==> src/verilog/bmpc_pkg.sv <==
// Shared constants and types for the branch and multiply/divide pipeline control
package bmpc_pkg;

  localparam int XLEN = 64;
  localparam int IMM_W = 16;
  localparam int TARGET_W = 26;
  localparam int WORD_W = 32;
  localparam int INSTR_SHIFT = 2;
  localparam int PC_KEEP_W = 4;
  localparam int ABS_LOW_W = TARGET_W + INSTR_SHIFT;
  localparam int BR_EXT_W = XLEN - IMM_W - INSTR_SHIFT;
  localparam int IMM_EXT_W = XLEN - IMM_W;
  localparam int REG_IDX_W = 5;
  localparam int CNT_W = 7;

  localparam logic [REG_IDX_W-1:0] LINK_REG = 5'h1f;
  localparam logic [XLEN-1:0] INSTR_BYTES = 64'h0000_0000_0000_0004;
  localparam logic [XLEN-1:0] RETURN_OFFSET = 64'h0000_0000_0000_0008;

  // Pipeline cycles a following high/low access must wait
  localparam logic [CNT_W-1:0] STALL_MUL32 = 7'h01;
  localparam logic [CNT_W-1:0] STALL_SHORT_MULTIPLY_ACCUMULATE = 7'h01;
  localparam logic [CNT_W-1:0] STALL_MUL64 = 7'h04;
  localparam logic [CNT_W-1:0] STALL_DIV32 = 7'h23;
  localparam logic [CNT_W-1:0] STALL_DIV64 = 7'h43;

  typedef enum logic [4:0] {
    OP_NONE,
    OP_ALU_IMM,
    OP_ALU_REG,
    OP_SHIFT,
    OP_MUL32,
    OP_MUL64,
    OP_DIV32,
    OP_DIV64,
    OP_SHORT_MULTIPLY_ACCUMULATE,
    OP_READ_HIGH,
    OP_READ_LOW,
    OP_WRITE_HILO,
    OP_JUMP_ABS,
    OP_CALL_ABS,
    OP_JUMP_REG,
    OP_CALL_REG,
    OP_BRANCH,
    OP_BRANCH_LINK,
    OP_SYSCALL,
    OP_BREAKPOINT,
    OP_TRAP,
    OP_MP_SYNC
  } bmpc_op_t;

  typedef enum logic [3:0] {
    CND_EQ,
    CND_NE,
    CND_LEZ,
    CND_GTZ,
    CND_LTZ,
    CND_GEZ,
    CND_COP_TRUE,
    CND_COP_FALSE,
    CND_GE,
    CND_GEU,
    CND_LT,
    CND_LTU
  } bmpc_cond_t;

  typedef enum logic [1:0] {
    CAT_ALU_IMM,
    CAT_REG3,
    CAT_SHIFT,
    CAT_MULDIV
  } bmpc_cat_t;

endpackage

==> src/verilog/bmpc_hilo_timer.sv <==
// Countdown that keeps the high/low result registers busy after multiply or divide
`timescale 1ns/10ps
module bmpc_hilo_timer
  import bmpc_pkg::*;
#(
  parameter int CW = CNT_W
)
(
  input wire logic clk_i,
  input wire logic rst_n_i,
  input wire logic load_i,
  input wire logic [CW-1:0] load_count_i,
  output logic busy_o,
  output logic [CW-1:0] remaining_o
);

  typedef enum logic {
    ST_IDLE,
    ST_BUSY
  } bmpc_timer_state_t;

  bmpc_timer_state_t state_q;
  bmpc_timer_state_t state_d;
  logic [CW-1:0] count_q;
  logic [CW-1:0] count_d;
  logic last_tick;

  assign last_tick = (count_q == CW'(1));
  assign count_d = load_i ? load_count_i : ((state_q == ST_BUSY) ? count_q - CW'(1) : count_q);

  always_comb
  begin
    state_d = state_q;
    unique case (state_q)
      ST_IDLE: if (load_i && load_count_i != '0) state_d = ST_BUSY;
      ST_BUSY: if (!load_i && last_tick) state_d = ST_IDLE;
    endcase
  end

  always_ff @(posedge clk_i)
  begin
    if (!rst_n_i)
    begin
      state_q <= ST_IDLE;
      count_q <= '0;
    end
    else
    begin
      state_q <= state_d;
      count_q <= count_d;
    end
  end

  assign busy_o = (state_q == ST_BUSY);
  assign remaining_o = count_q;

endmodule

==> src/verilog/bmpc_pipe_ctrl.sv <==
// Jump, branch and multiply/divide interlock control of the five-stage pipeline
`timescale 1ns/10ps
module bmpc_pipe_ctrl
  import bmpc_pkg::*;
(
  input wire logic clk_i,
  input wire logic rst_n_i,
  input wire logic issue_valid_i,
  input wire bmpc_op_t issue_op_i,
  input wire bmpc_cond_t issue_cond_i,
  input wire logic issue_likely_i,
  input wire logic issue_word_op_i,
  input wire logic issue_imm_zext_i,
  input wire logic [XLEN-1:0] issue_pc_i,
  input wire logic [XLEN-1:0] issue_rs_val_i,
  input wire logic [XLEN-1:0] issue_rt_val_i,
  input wire logic [IMM_W-1:0] issue_imm_i,
  input wire logic [TARGET_W-1:0] issue_target_i,
  input wire logic cop_cond_i,
  output logic stall_o,
  output logic nullify_o,
  output logic redirect_o,
  output logic [XLEN-1:0] redirect_pc_o,
  output logic ex_valid_o,
  output bmpc_cat_t ex_category_o,
  output logic ex_is_compute_o,
  output logic [XLEN-1:0] ex_operand_a_o,
  output logic [XLEN-1:0] ex_operand_b_o,
  output logic ex_operand_undef_o,
  output logic sw_exception_o,
  output logic reserved_instr_o,
  output logic hilo_busy_o,
  output logic wb_link_we_o,
  output logic [REG_IDX_W-1:0] wb_link_addr_o,
  output logic [XLEN-1:0] wb_link_data_o
);

  // Decode of the instruction in the operand_read_stage
  logic is_muldiv;
  logic is_hilo_user;
  logic is_branch;
  logic is_jump;
  logic is_link;
  logic is_compute;
  logic accept;
  logic hilo_busy;
  logic [CNT_W-1:0] hilo_remaining;
  logic [CNT_W-1:0] muldiv_count;
  logic signed [XLEN-1:0] rs_s;
  logic signed [XLEN-1:0] rt_s;
  logic cond_true;
  logic transfer_taken;
  logic likely_kill;
  logic rs_bad_ext;
  logic rt_bad_ext;
  logic uses_rt;
  logic operand_undef;
  logic [XLEN-1:0] delay_pc;
  logic [XLEN-1:0] branch_offset;
  logic [XLEN-1:0] abs_target;
  logic [XLEN-1:0] transfer_target;
  logic [XLEN-1:0] imm_ext;
  logic [XLEN-1:0] operand_b;
  logic trap_hit;
  bmpc_cat_t category;

  // Compute_stage, data-cache and write-back stage registers
  logic ex_valid_q;
  logic dc_valid_q;
  logic wb_valid_q;
  logic redirect_q;
  logic nullify_q;
  logic [XLEN-1:0] redirect_pc_q;
  bmpc_cat_t ex_category_q;
  logic ex_is_compute_q;
  logic [XLEN-1:0] ex_operand_a_q;
  logic [XLEN-1:0] ex_operand_b_q;
  logic ex_operand_undef_q;
  logic sw_exception_q;
  logic reserved_instr_q;
  logic ex_link_q;
  logic dc_link_q;
  logic wb_link_q;
  logic [XLEN-1:0] ex_ret_q;
  logic [XLEN-1:0] dc_ret_q;
  logic [XLEN-1:0] wb_ret_q;

  assign is_muldiv = (issue_op_i == OP_MUL32) || (issue_op_i == OP_MUL64) ||
                     (issue_op_i == OP_DIV32) || (issue_op_i == OP_DIV64) ||
                     (issue_op_i == OP_SHORT_MULTIPLY_ACCUMULATE);
  assign is_hilo_user = is_muldiv || (issue_op_i == OP_READ_HIGH) ||
                        (issue_op_i == OP_READ_LOW) || (issue_op_i == OP_WRITE_HILO);
  assign is_branch = (issue_op_i == OP_BRANCH) || (issue_op_i == OP_BRANCH_LINK);
  assign is_jump = (issue_op_i == OP_JUMP_ABS) || (issue_op_i == OP_CALL_ABS) ||
                   (issue_op_i == OP_JUMP_REG) || (issue_op_i == OP_CALL_REG);
  assign is_link = (issue_op_i == OP_CALL_ABS) || (issue_op_i == OP_CALL_REG) ||
                   (issue_op_i == OP_BRANCH_LINK);
  assign is_compute = (issue_op_i == OP_ALU_IMM) || (issue_op_i == OP_ALU_REG) ||
                      (issue_op_i == OP_SHIFT) || is_muldiv;

  // High/low users wait; everything else flows on
  assign stall_o = issue_valid_i && is_hilo_user && hilo_busy && !nullify_o;
  assign accept = issue_valid_i && !stall_o && !nullify_o;

  assign muldiv_count = (issue_op_i == OP_MUL64) ? STALL_MUL64 :
                        (issue_op_i == OP_DIV32) ? STALL_DIV32 :
                        (issue_op_i == OP_DIV64) ? STALL_DIV64 :
                        (issue_op_i == OP_SHORT_MULTIPLY_ACCUMULATE) ? STALL_SHORT_MULTIPLY_ACCUMULATE : STALL_MUL32;

  bmpc_hilo_timer #(
    .CW(CNT_W)
  ) u_hilo_timer (
    .clk_i(clk_i),
    .rst_n_i(rst_n_i),
    .load_i(accept && is_muldiv),
    .load_count_i(muldiv_count),
    .busy_o(hilo_busy),
    .remaining_o(hilo_remaining)
  );

  // Branch and trap comparison, done before the compute_stage edge
  assign rs_s = issue_rs_val_i;
  assign rt_s = issue_rt_val_i;
  assign cond_true = (issue_cond_i == CND_EQ) ? (issue_rs_val_i == issue_rt_val_i) :
                     (issue_cond_i == CND_NE) ? (issue_rs_val_i != issue_rt_val_i) :
                     (issue_cond_i == CND_LEZ) ? (rs_s <= 0) :
                     (issue_cond_i == CND_GTZ) ? (rs_s > 0) :
                     (issue_cond_i == CND_LTZ) ? (rs_s < 0) :
                     (issue_cond_i == CND_GEZ) ? (rs_s >= 0) :
                     (issue_cond_i == CND_COP_TRUE) ? cop_cond_i :
                     (issue_cond_i == CND_COP_FALSE) ? !cop_cond_i :
                     (issue_cond_i == CND_GE) ? (rs_s >= rt_s) :
                     (issue_cond_i == CND_GEU) ? (issue_rs_val_i >= issue_rt_val_i) :
                     (issue_cond_i == CND_LT) ? (rs_s < rt_s) :
                     (issue_rs_val_i < issue_rt_val_i);

  assign delay_pc = issue_pc_i + INSTR_BYTES;
  assign branch_offset = {{BR_EXT_W{issue_imm_i[IMM_W-1]}}, issue_imm_i,
                          {INSTR_SHIFT{1'b0}}};
  assign abs_target = {issue_pc_i[XLEN-1:XLEN-PC_KEEP_W], {(XLEN-PC_KEEP_W-ABS_LOW_W){1'b0}},
                       issue_target_i, {INSTR_SHIFT{1'b0}}};
  assign transfer_target = is_branch ? delay_pc + branch_offset :
                           ((issue_op_i == OP_JUMP_REG) || (issue_op_i == OP_CALL_REG)) ?
                           issue_rs_val_i : abs_target;
  assign transfer_taken = is_jump || (is_branch && cond_true);
  assign likely_kill = is_branch && issue_likely_i && !cond_true;
  assign trap_hit = (issue_op_i == OP_SYSCALL) || (issue_op_i == OP_BREAKPOINT) ||
                    ((issue_op_i == OP_TRAP) && cond_true);

  // Operand formats and sign-extension check
  assign imm_ext = issue_imm_zext_i ? {{IMM_EXT_W{1'b0}}, issue_imm_i} :
                   {{IMM_EXT_W{issue_imm_i[IMM_W-1]}}, issue_imm_i};
  assign operand_b = (issue_op_i == OP_ALU_IMM) ? imm_ext : issue_rt_val_i;
  assign uses_rt = (issue_op_i != OP_ALU_IMM);
  assign rs_bad_ext = issue_rs_val_i[XLEN-1:WORD_W] != {(XLEN-WORD_W){issue_rs_val_i[WORD_W-1]}};
  assign rt_bad_ext = issue_rt_val_i[XLEN-1:WORD_W] != {(XLEN-WORD_W){issue_rt_val_i[WORD_W-1]}};
  assign operand_undef = is_compute && issue_word_op_i &&
                         (rs_bad_ext || (uses_rt && rt_bad_ext));
  assign category = (issue_op_i == OP_ALU_IMM) ? CAT_ALU_IMM :
                    (issue_op_i == OP_ALU_REG) ? CAT_REG3 :
                    (issue_op_i == OP_SHIFT) ? CAT_SHIFT : CAT_MULDIV;

  // Compute, data-cache and write-back stages advance once per pipeline_cycle
  always_ff @(posedge clk_i)
  begin
    if (!rst_n_i)
    begin
      ex_valid_q <= 1'b0;
      dc_valid_q <= 1'b0;
      wb_valid_q <= 1'b0;
    end
    else
    begin
      ex_valid_q <= accept;
      dc_valid_q <= ex_valid_q;
      wb_valid_q <= dc_valid_q;
    end
  end

  // Redirect reaches fetch in compute_stage; delay slot keeps going unless an untaken likely branch nullifies it
  always_ff @(posedge clk_i)
  begin
    if (!rst_n_i)
    begin
      redirect_q <= 1'b0;
      nullify_q <= 1'b0;
      redirect_pc_q <= '0;
    end
    else
    begin
      redirect_q <= accept && transfer_taken;
      nullify_q <= accept && likely_kill;
      redirect_pc_q <= accept ? transfer_target : redirect_pc_q;
    end
  end

  // Compute_stage operand and event registers
  always_ff @(posedge clk_i)
  begin
    if (!rst_n_i)
    begin
      ex_category_q <= CAT_ALU_IMM;
      ex_is_compute_q <= 1'b0;
      ex_operand_a_q <= '0;
      ex_operand_b_q <= '0;
      ex_operand_undef_q <= 1'b0;
      sw_exception_q <= 1'b0;
      reserved_instr_q <= 1'b0;
    end
    else
    begin
      ex_category_q <= accept ? category : ex_category_q;
      ex_is_compute_q <= accept && is_compute;
      ex_operand_a_q <= accept ? issue_rs_val_i : ex_operand_a_q;
      ex_operand_b_q <= accept ? operand_b : ex_operand_b_q;
      ex_operand_undef_q <= accept && operand_undef;
      sw_exception_q <= accept && trap_hit;
      reserved_instr_q <= accept && (issue_op_i == OP_MP_SYNC);
    end
  end

  // Return address travels to write-back
  always_ff @(posedge clk_i)
  begin
    if (!rst_n_i)
    begin
      ex_link_q <= 1'b0;
      dc_link_q <= 1'b0;
      wb_link_q <= 1'b0;
      ex_ret_q <= '0;
      dc_ret_q <= '0;
      wb_ret_q <= '0;
    end
    else
    begin
      ex_link_q <= accept && is_link;
      dc_link_q <= ex_link_q;
      wb_link_q <= dc_link_q;
      ex_ret_q <= accept ? issue_pc_i + RETURN_OFFSET : ex_ret_q;
      dc_ret_q <= ex_ret_q;
      wb_ret_q <= dc_ret_q;
    end
  end

  assign nullify_o = nullify_q;
  assign redirect_o = redirect_q;
  assign redirect_pc_o = redirect_pc_q;
  assign ex_valid_o = ex_valid_q;
  assign ex_category_o = ex_category_q;
  assign ex_is_compute_o = ex_is_compute_q;
  assign ex_operand_a_o = ex_operand_a_q;
  assign ex_operand_b_o = ex_operand_b_q;
  assign ex_operand_undef_o = ex_operand_undef_q;
  assign sw_exception_o = sw_exception_q;
  assign reserved_instr_o = reserved_instr_q;
  assign hilo_busy_o = hilo_busy;
  assign wb_link_we_o = wb_link_q && wb_valid_q;
  assign wb_link_addr_o = LINK_REG;
  assign wb_link_data_o = wb_ret_q;
endmodule

==> config.mk <==
export PLATFORM = sky130hd
export DESIGN_NAME = bmpc_pipe_ctrl
export DESIGN_NICKNAME = d
export VERILOG_FILES = /design/src/verilog/bmpc_pkg.sv /design/src/verilog/bmpc_hilo_timer.sv /design/src/verilog/bmpc_pipe_ctrl.sv
export SDC_FILE = /design/constraint.sdc
export NUM_CORES = 1
export LEC_CHECK = 0
export ABC_AREA = 1
export CORE_MARGIN = 3
export CORE_UTILIZATION = 40
export DETAILED_ROUTE_END_ITERATION = 10
export DONT_BUFFER_PORTS = 1
export HOLD_SLACK_MARGIN = 0.06
export SYNTH_ARGS = -nofsm -noshare
export SYNTH_HDL_FRONTEND = slang
export SYNTH_SLANG_ARGS = --single-unit
==> constraint.sdc <==
create_clock -name clk_i -period 4 [get_ports clk_i]
set_input_delay 0.4 -clock clk_i [delete_from_list [all_inputs] [get_ports clk_i]]
set_output_delay 0.4 -clock clk_i [all_outputs]
set_load 0.05 [all_outputs]
==> impl_metrics.json <==
{
  "drv_cap": 0,
  "io_buffers": 0,
  "netlist_area_um2": 22200,
  "fin_area_um2": 26500,
  "drt-initial-drc-count": 1556,
  "grt-ovfl-total": 0,
  "grt_pass1_vias": 21326,
  "htree_levels": 2,
  "outcome": "complete, no violations",
  "wl_um": 88700,
  "drc": 0,
  "die_h_um": 242,
  "power_mw": 11.2,
  "cts_buffers": 46,
  "cpMostUsedCell": "buf_4",
  "rsz0062_at_grt": "no",
  "r2r_cells": 8,
  "fin_nets": 3682,
  "grt_usage": 0.291,
  "finalSetupTns_ns": 0,
  "path_max_fanout": 164,
  "yosysUniqueCellTypes": 65,
  "ioPinCount": 523,
  "report.final.setup_viol": 0,
  "slowest_delay_ns": 0.79,
  "synth_common_cells": "nand2_1 (629), inv_1 (477), dfxtp_1 (406)",
  "die_w_um": 242,
  "arrival_ns": 3.98,
  "report.final.slew_viol_count": 0,
  "ys_seq_area_frac": 0.366,
  "firstDrtPassIters": 6,
  "setup.worst_path.start": "nullify_o",
  "wl_met2_um": 40100,
  "drive_gt1_frac": 0.0488,
  "synth-edff-count": 0,
  "worstMarginPinSlew_ns": 1.22,
  "cts.sinks": 406,
  "finalHoldViolCount": 0,
  "peakVddDrop_mv": 0.304,
  "wl_met3_um": 7960,
  "holdCritPathClass": "input port to flip-flop",
  "fp-row-count": 85,
  "yosysWarnings": 0,
  "crit_required_ns": 4.50,
  "criticalPathCategory": "flip-flop to flip-flop",
  "p_leak_nw": 13.0,
  "endpoint": "ex_operand_a_o[5]",
  "synth_top_cell_by_area": "dfxtp_1",
  "post_cts_buffers": 0,
  "clkSlewWorstSetupHoldPaths_ns": 0.06,
  "insertion_delay_ns": 0.57,
  "place_congestion": 0.941,
  "fin_crit_sh": 0.871,
  "synth_top_flop_cell": "dfxtp_1",
  "ant_nets": 0,
  "clock_skew_ns": 0.0322,
  "synth_top_area_share": 0.366,
  "grt_max_degree": 230,
  "syn_avg_cell_area_um2": 7.20,
  "crit_path_cell_trace": "a2111oi_4 -> buf_4 -> nor3_4 -> buf_12 -> buf_4 -> o21ai_0 -> nor2_1 -> dlygate4sd3_1",
  "reg2reg_from": "nullify_o",
  "cp-start-kind": "flip-flop",
  "synthArstFlopShare": 0,
  "die-area_um2": 58400,
  "grt_pass1_wl_um": 132000,
  "power_density_nw_per_um2": 422,
  "initial_core_util": 0.409,
  "top_layer_used": "met5",
  "wl_met1_um": 36800,
  "netlist_instances": 3085,
  "wire_per_inst_um": 22.0,
  "root_buffer": "clkbuf_16",
  "netlist_top_cells_area": "dfxtp_1 (37%), nand2_1 (11%), ha_1 (11%)",
  "critical_path.slowest_cell": "dfxtp_1",
  "r2r-end": "ex_operand_a_o[5]",
  "dp_hpwl_um": 65900,
  "worstSetupEndpointType": "flip-flop",
  "core_region_area_um2": 54300,
  "syn2layout_area_growth_pct": 19.5,
  "vias": 22004,
  "avgViaCountPerCell": 5.46,
  "min_period_ns": 3.48,
  "clockBufferDepth": 3,
  "synth.most_common_cell": "nand2_1",
  "ys_ff_latch": 406,
  "relSlewSlack": 0.187,
  "cts_tree": "done",
  "reg2reg_slack_ns": 0.52,
  "fmax_mhz": 287,
  "placed_area_um2": 22800,
  "antenna_found_initial": 12
}
stage by stage:
stage | instances | hold slack (ns) | setup WS, ns | utilization
6_report | 4028 | 0.0967 | 0.518 | 0.489
2_1_floorplan | 3089 | 0.386 | 1.08 | -
3_3_place_gp | 3722 | 0.392 | 0.621 | 0.420
4_1_cts | 4019 | 0.0607 | 0.469 | 0.488
3_5_place_dp | 3722 | 0.398 | 0.621 | 0.420
5_1_grt | 4028 | 0.0793 | 0.276 | 0.489
what timing repair did:
| action | 4_1_cts | 5_1_grt |
|---|---|---|
| resized for setup | 0 | 0 |
| hold buffers | 212 | 0 |
| hold endpoints to repair | 340 | 0 |
routing by layer:
metal,global-route usage,vias up
li1,-,10547
met1,0.362,10252
met2,0.471,962
met3,0.0823,237
met4,0.122,6
met5,0,-
final cells by class:
type / instances / area, µm²
repair buffers: 228 / 2270
inverters: 488 / 1830
well taps: 739 / 925
clock inverters: 24 / 248
clock buffers: 61 / 1300
multi-input cells: 2073 / 11800
diodes: 9 / 22.5
fillers: 5348 / 27800
flip-flops and latches: 406 / 8130
critical path, delay by kind of cell, from the launching register on:
family	cells	cell delay, ns
DFF	1	0.79
buffers and inverters	4	1.76
AOI/OAI and AO/OA	2	0.24
and+or+nand+nor	2	0.41
placed cells by master (no fill, tap or decap), types with 15 or more instances in the layout:
master / netlist / layout
a31oi_1: 55 / 55
nand4_1: 44 / 44
nor3_1: 40 / 39
o21ai_0: 271 / 271
xor2_1: 51 / 51
nand2_1: 629 / 629
buf_4: 5 / 15
dlygate4sd3_1: 0 / 211
clkbuf_16: 0 / 49
o22ai_1: 58 / 58
xnor2_1: 24 / 24
nor2_1: 170 / 167
dfxtp_1: 406 / 406
nor4_1: 34 / 34
inv_1: 477 / 476
ha_1: 188 / 188
a21oi_1: 302 / 302
nand3_1: 77 / 77
worst min-delay path by stage:
| stage | from | to | slack (ns) | cells after the start |
|---|---|---|---|---|
| detailed placement | dc_ret_q[43] | wb_link_data_o[43] | 0.40 | 2 |
| global route | issue_rs_val_i[28] | ex_operand_a_o[28] | 0.08 | 2 |
| global placement | dc_ret_q[4] | wb_link_data_o[4] | 0.39 | 2 |
| CTS | issue_pc_i[15] | ex_ret_q[15] | 0.06 | 3 |
| floorplan | dc_ret_q[42] | wb_link_data_o[42] | 0.39 | 2 |
| finish | issue_rs_val_i[29] | ex_operand_a_o[29] | 0.1 | 2 |
kinds of logic (layout without fill, tap and decap cells):
family	count (synthesis)	in the layout	synth area share
compound gates	769	769	0.194
xor+xnor	75	75	0.0296
fa+ha+maj	189	189	0.107
buf+inv	610	801	0.105
flops	406	406	0.366
mux	1	1	0.000450
other cells	1	14	0.000169
simple gates	1034	1034	0.199
sequential cells by signal (all words and copies together) (netlist names), 2 cells and up:
| signal | cells |
|---|---|
| wb_link_data_o | 64 |
| redirect_pc_o | 64 |
| u_hilo_timer.remaining_o | 7 |
| ex_operand_b_o | 64 |
| ex_ret_q | 64 |
| ex_operand_a_o | 64 |
| ex_category_o | 2 |
| dc_ret_q | 64 |
report_power, final:
group	internal (mW)	switching (mW)	leakage, nW
registers	4.30	0.685	3.35
logic	0.712	1.18	8.94
clock network	2.56	1.76	0.766
No activity file was read; power rests on OpenSTA's default activity.
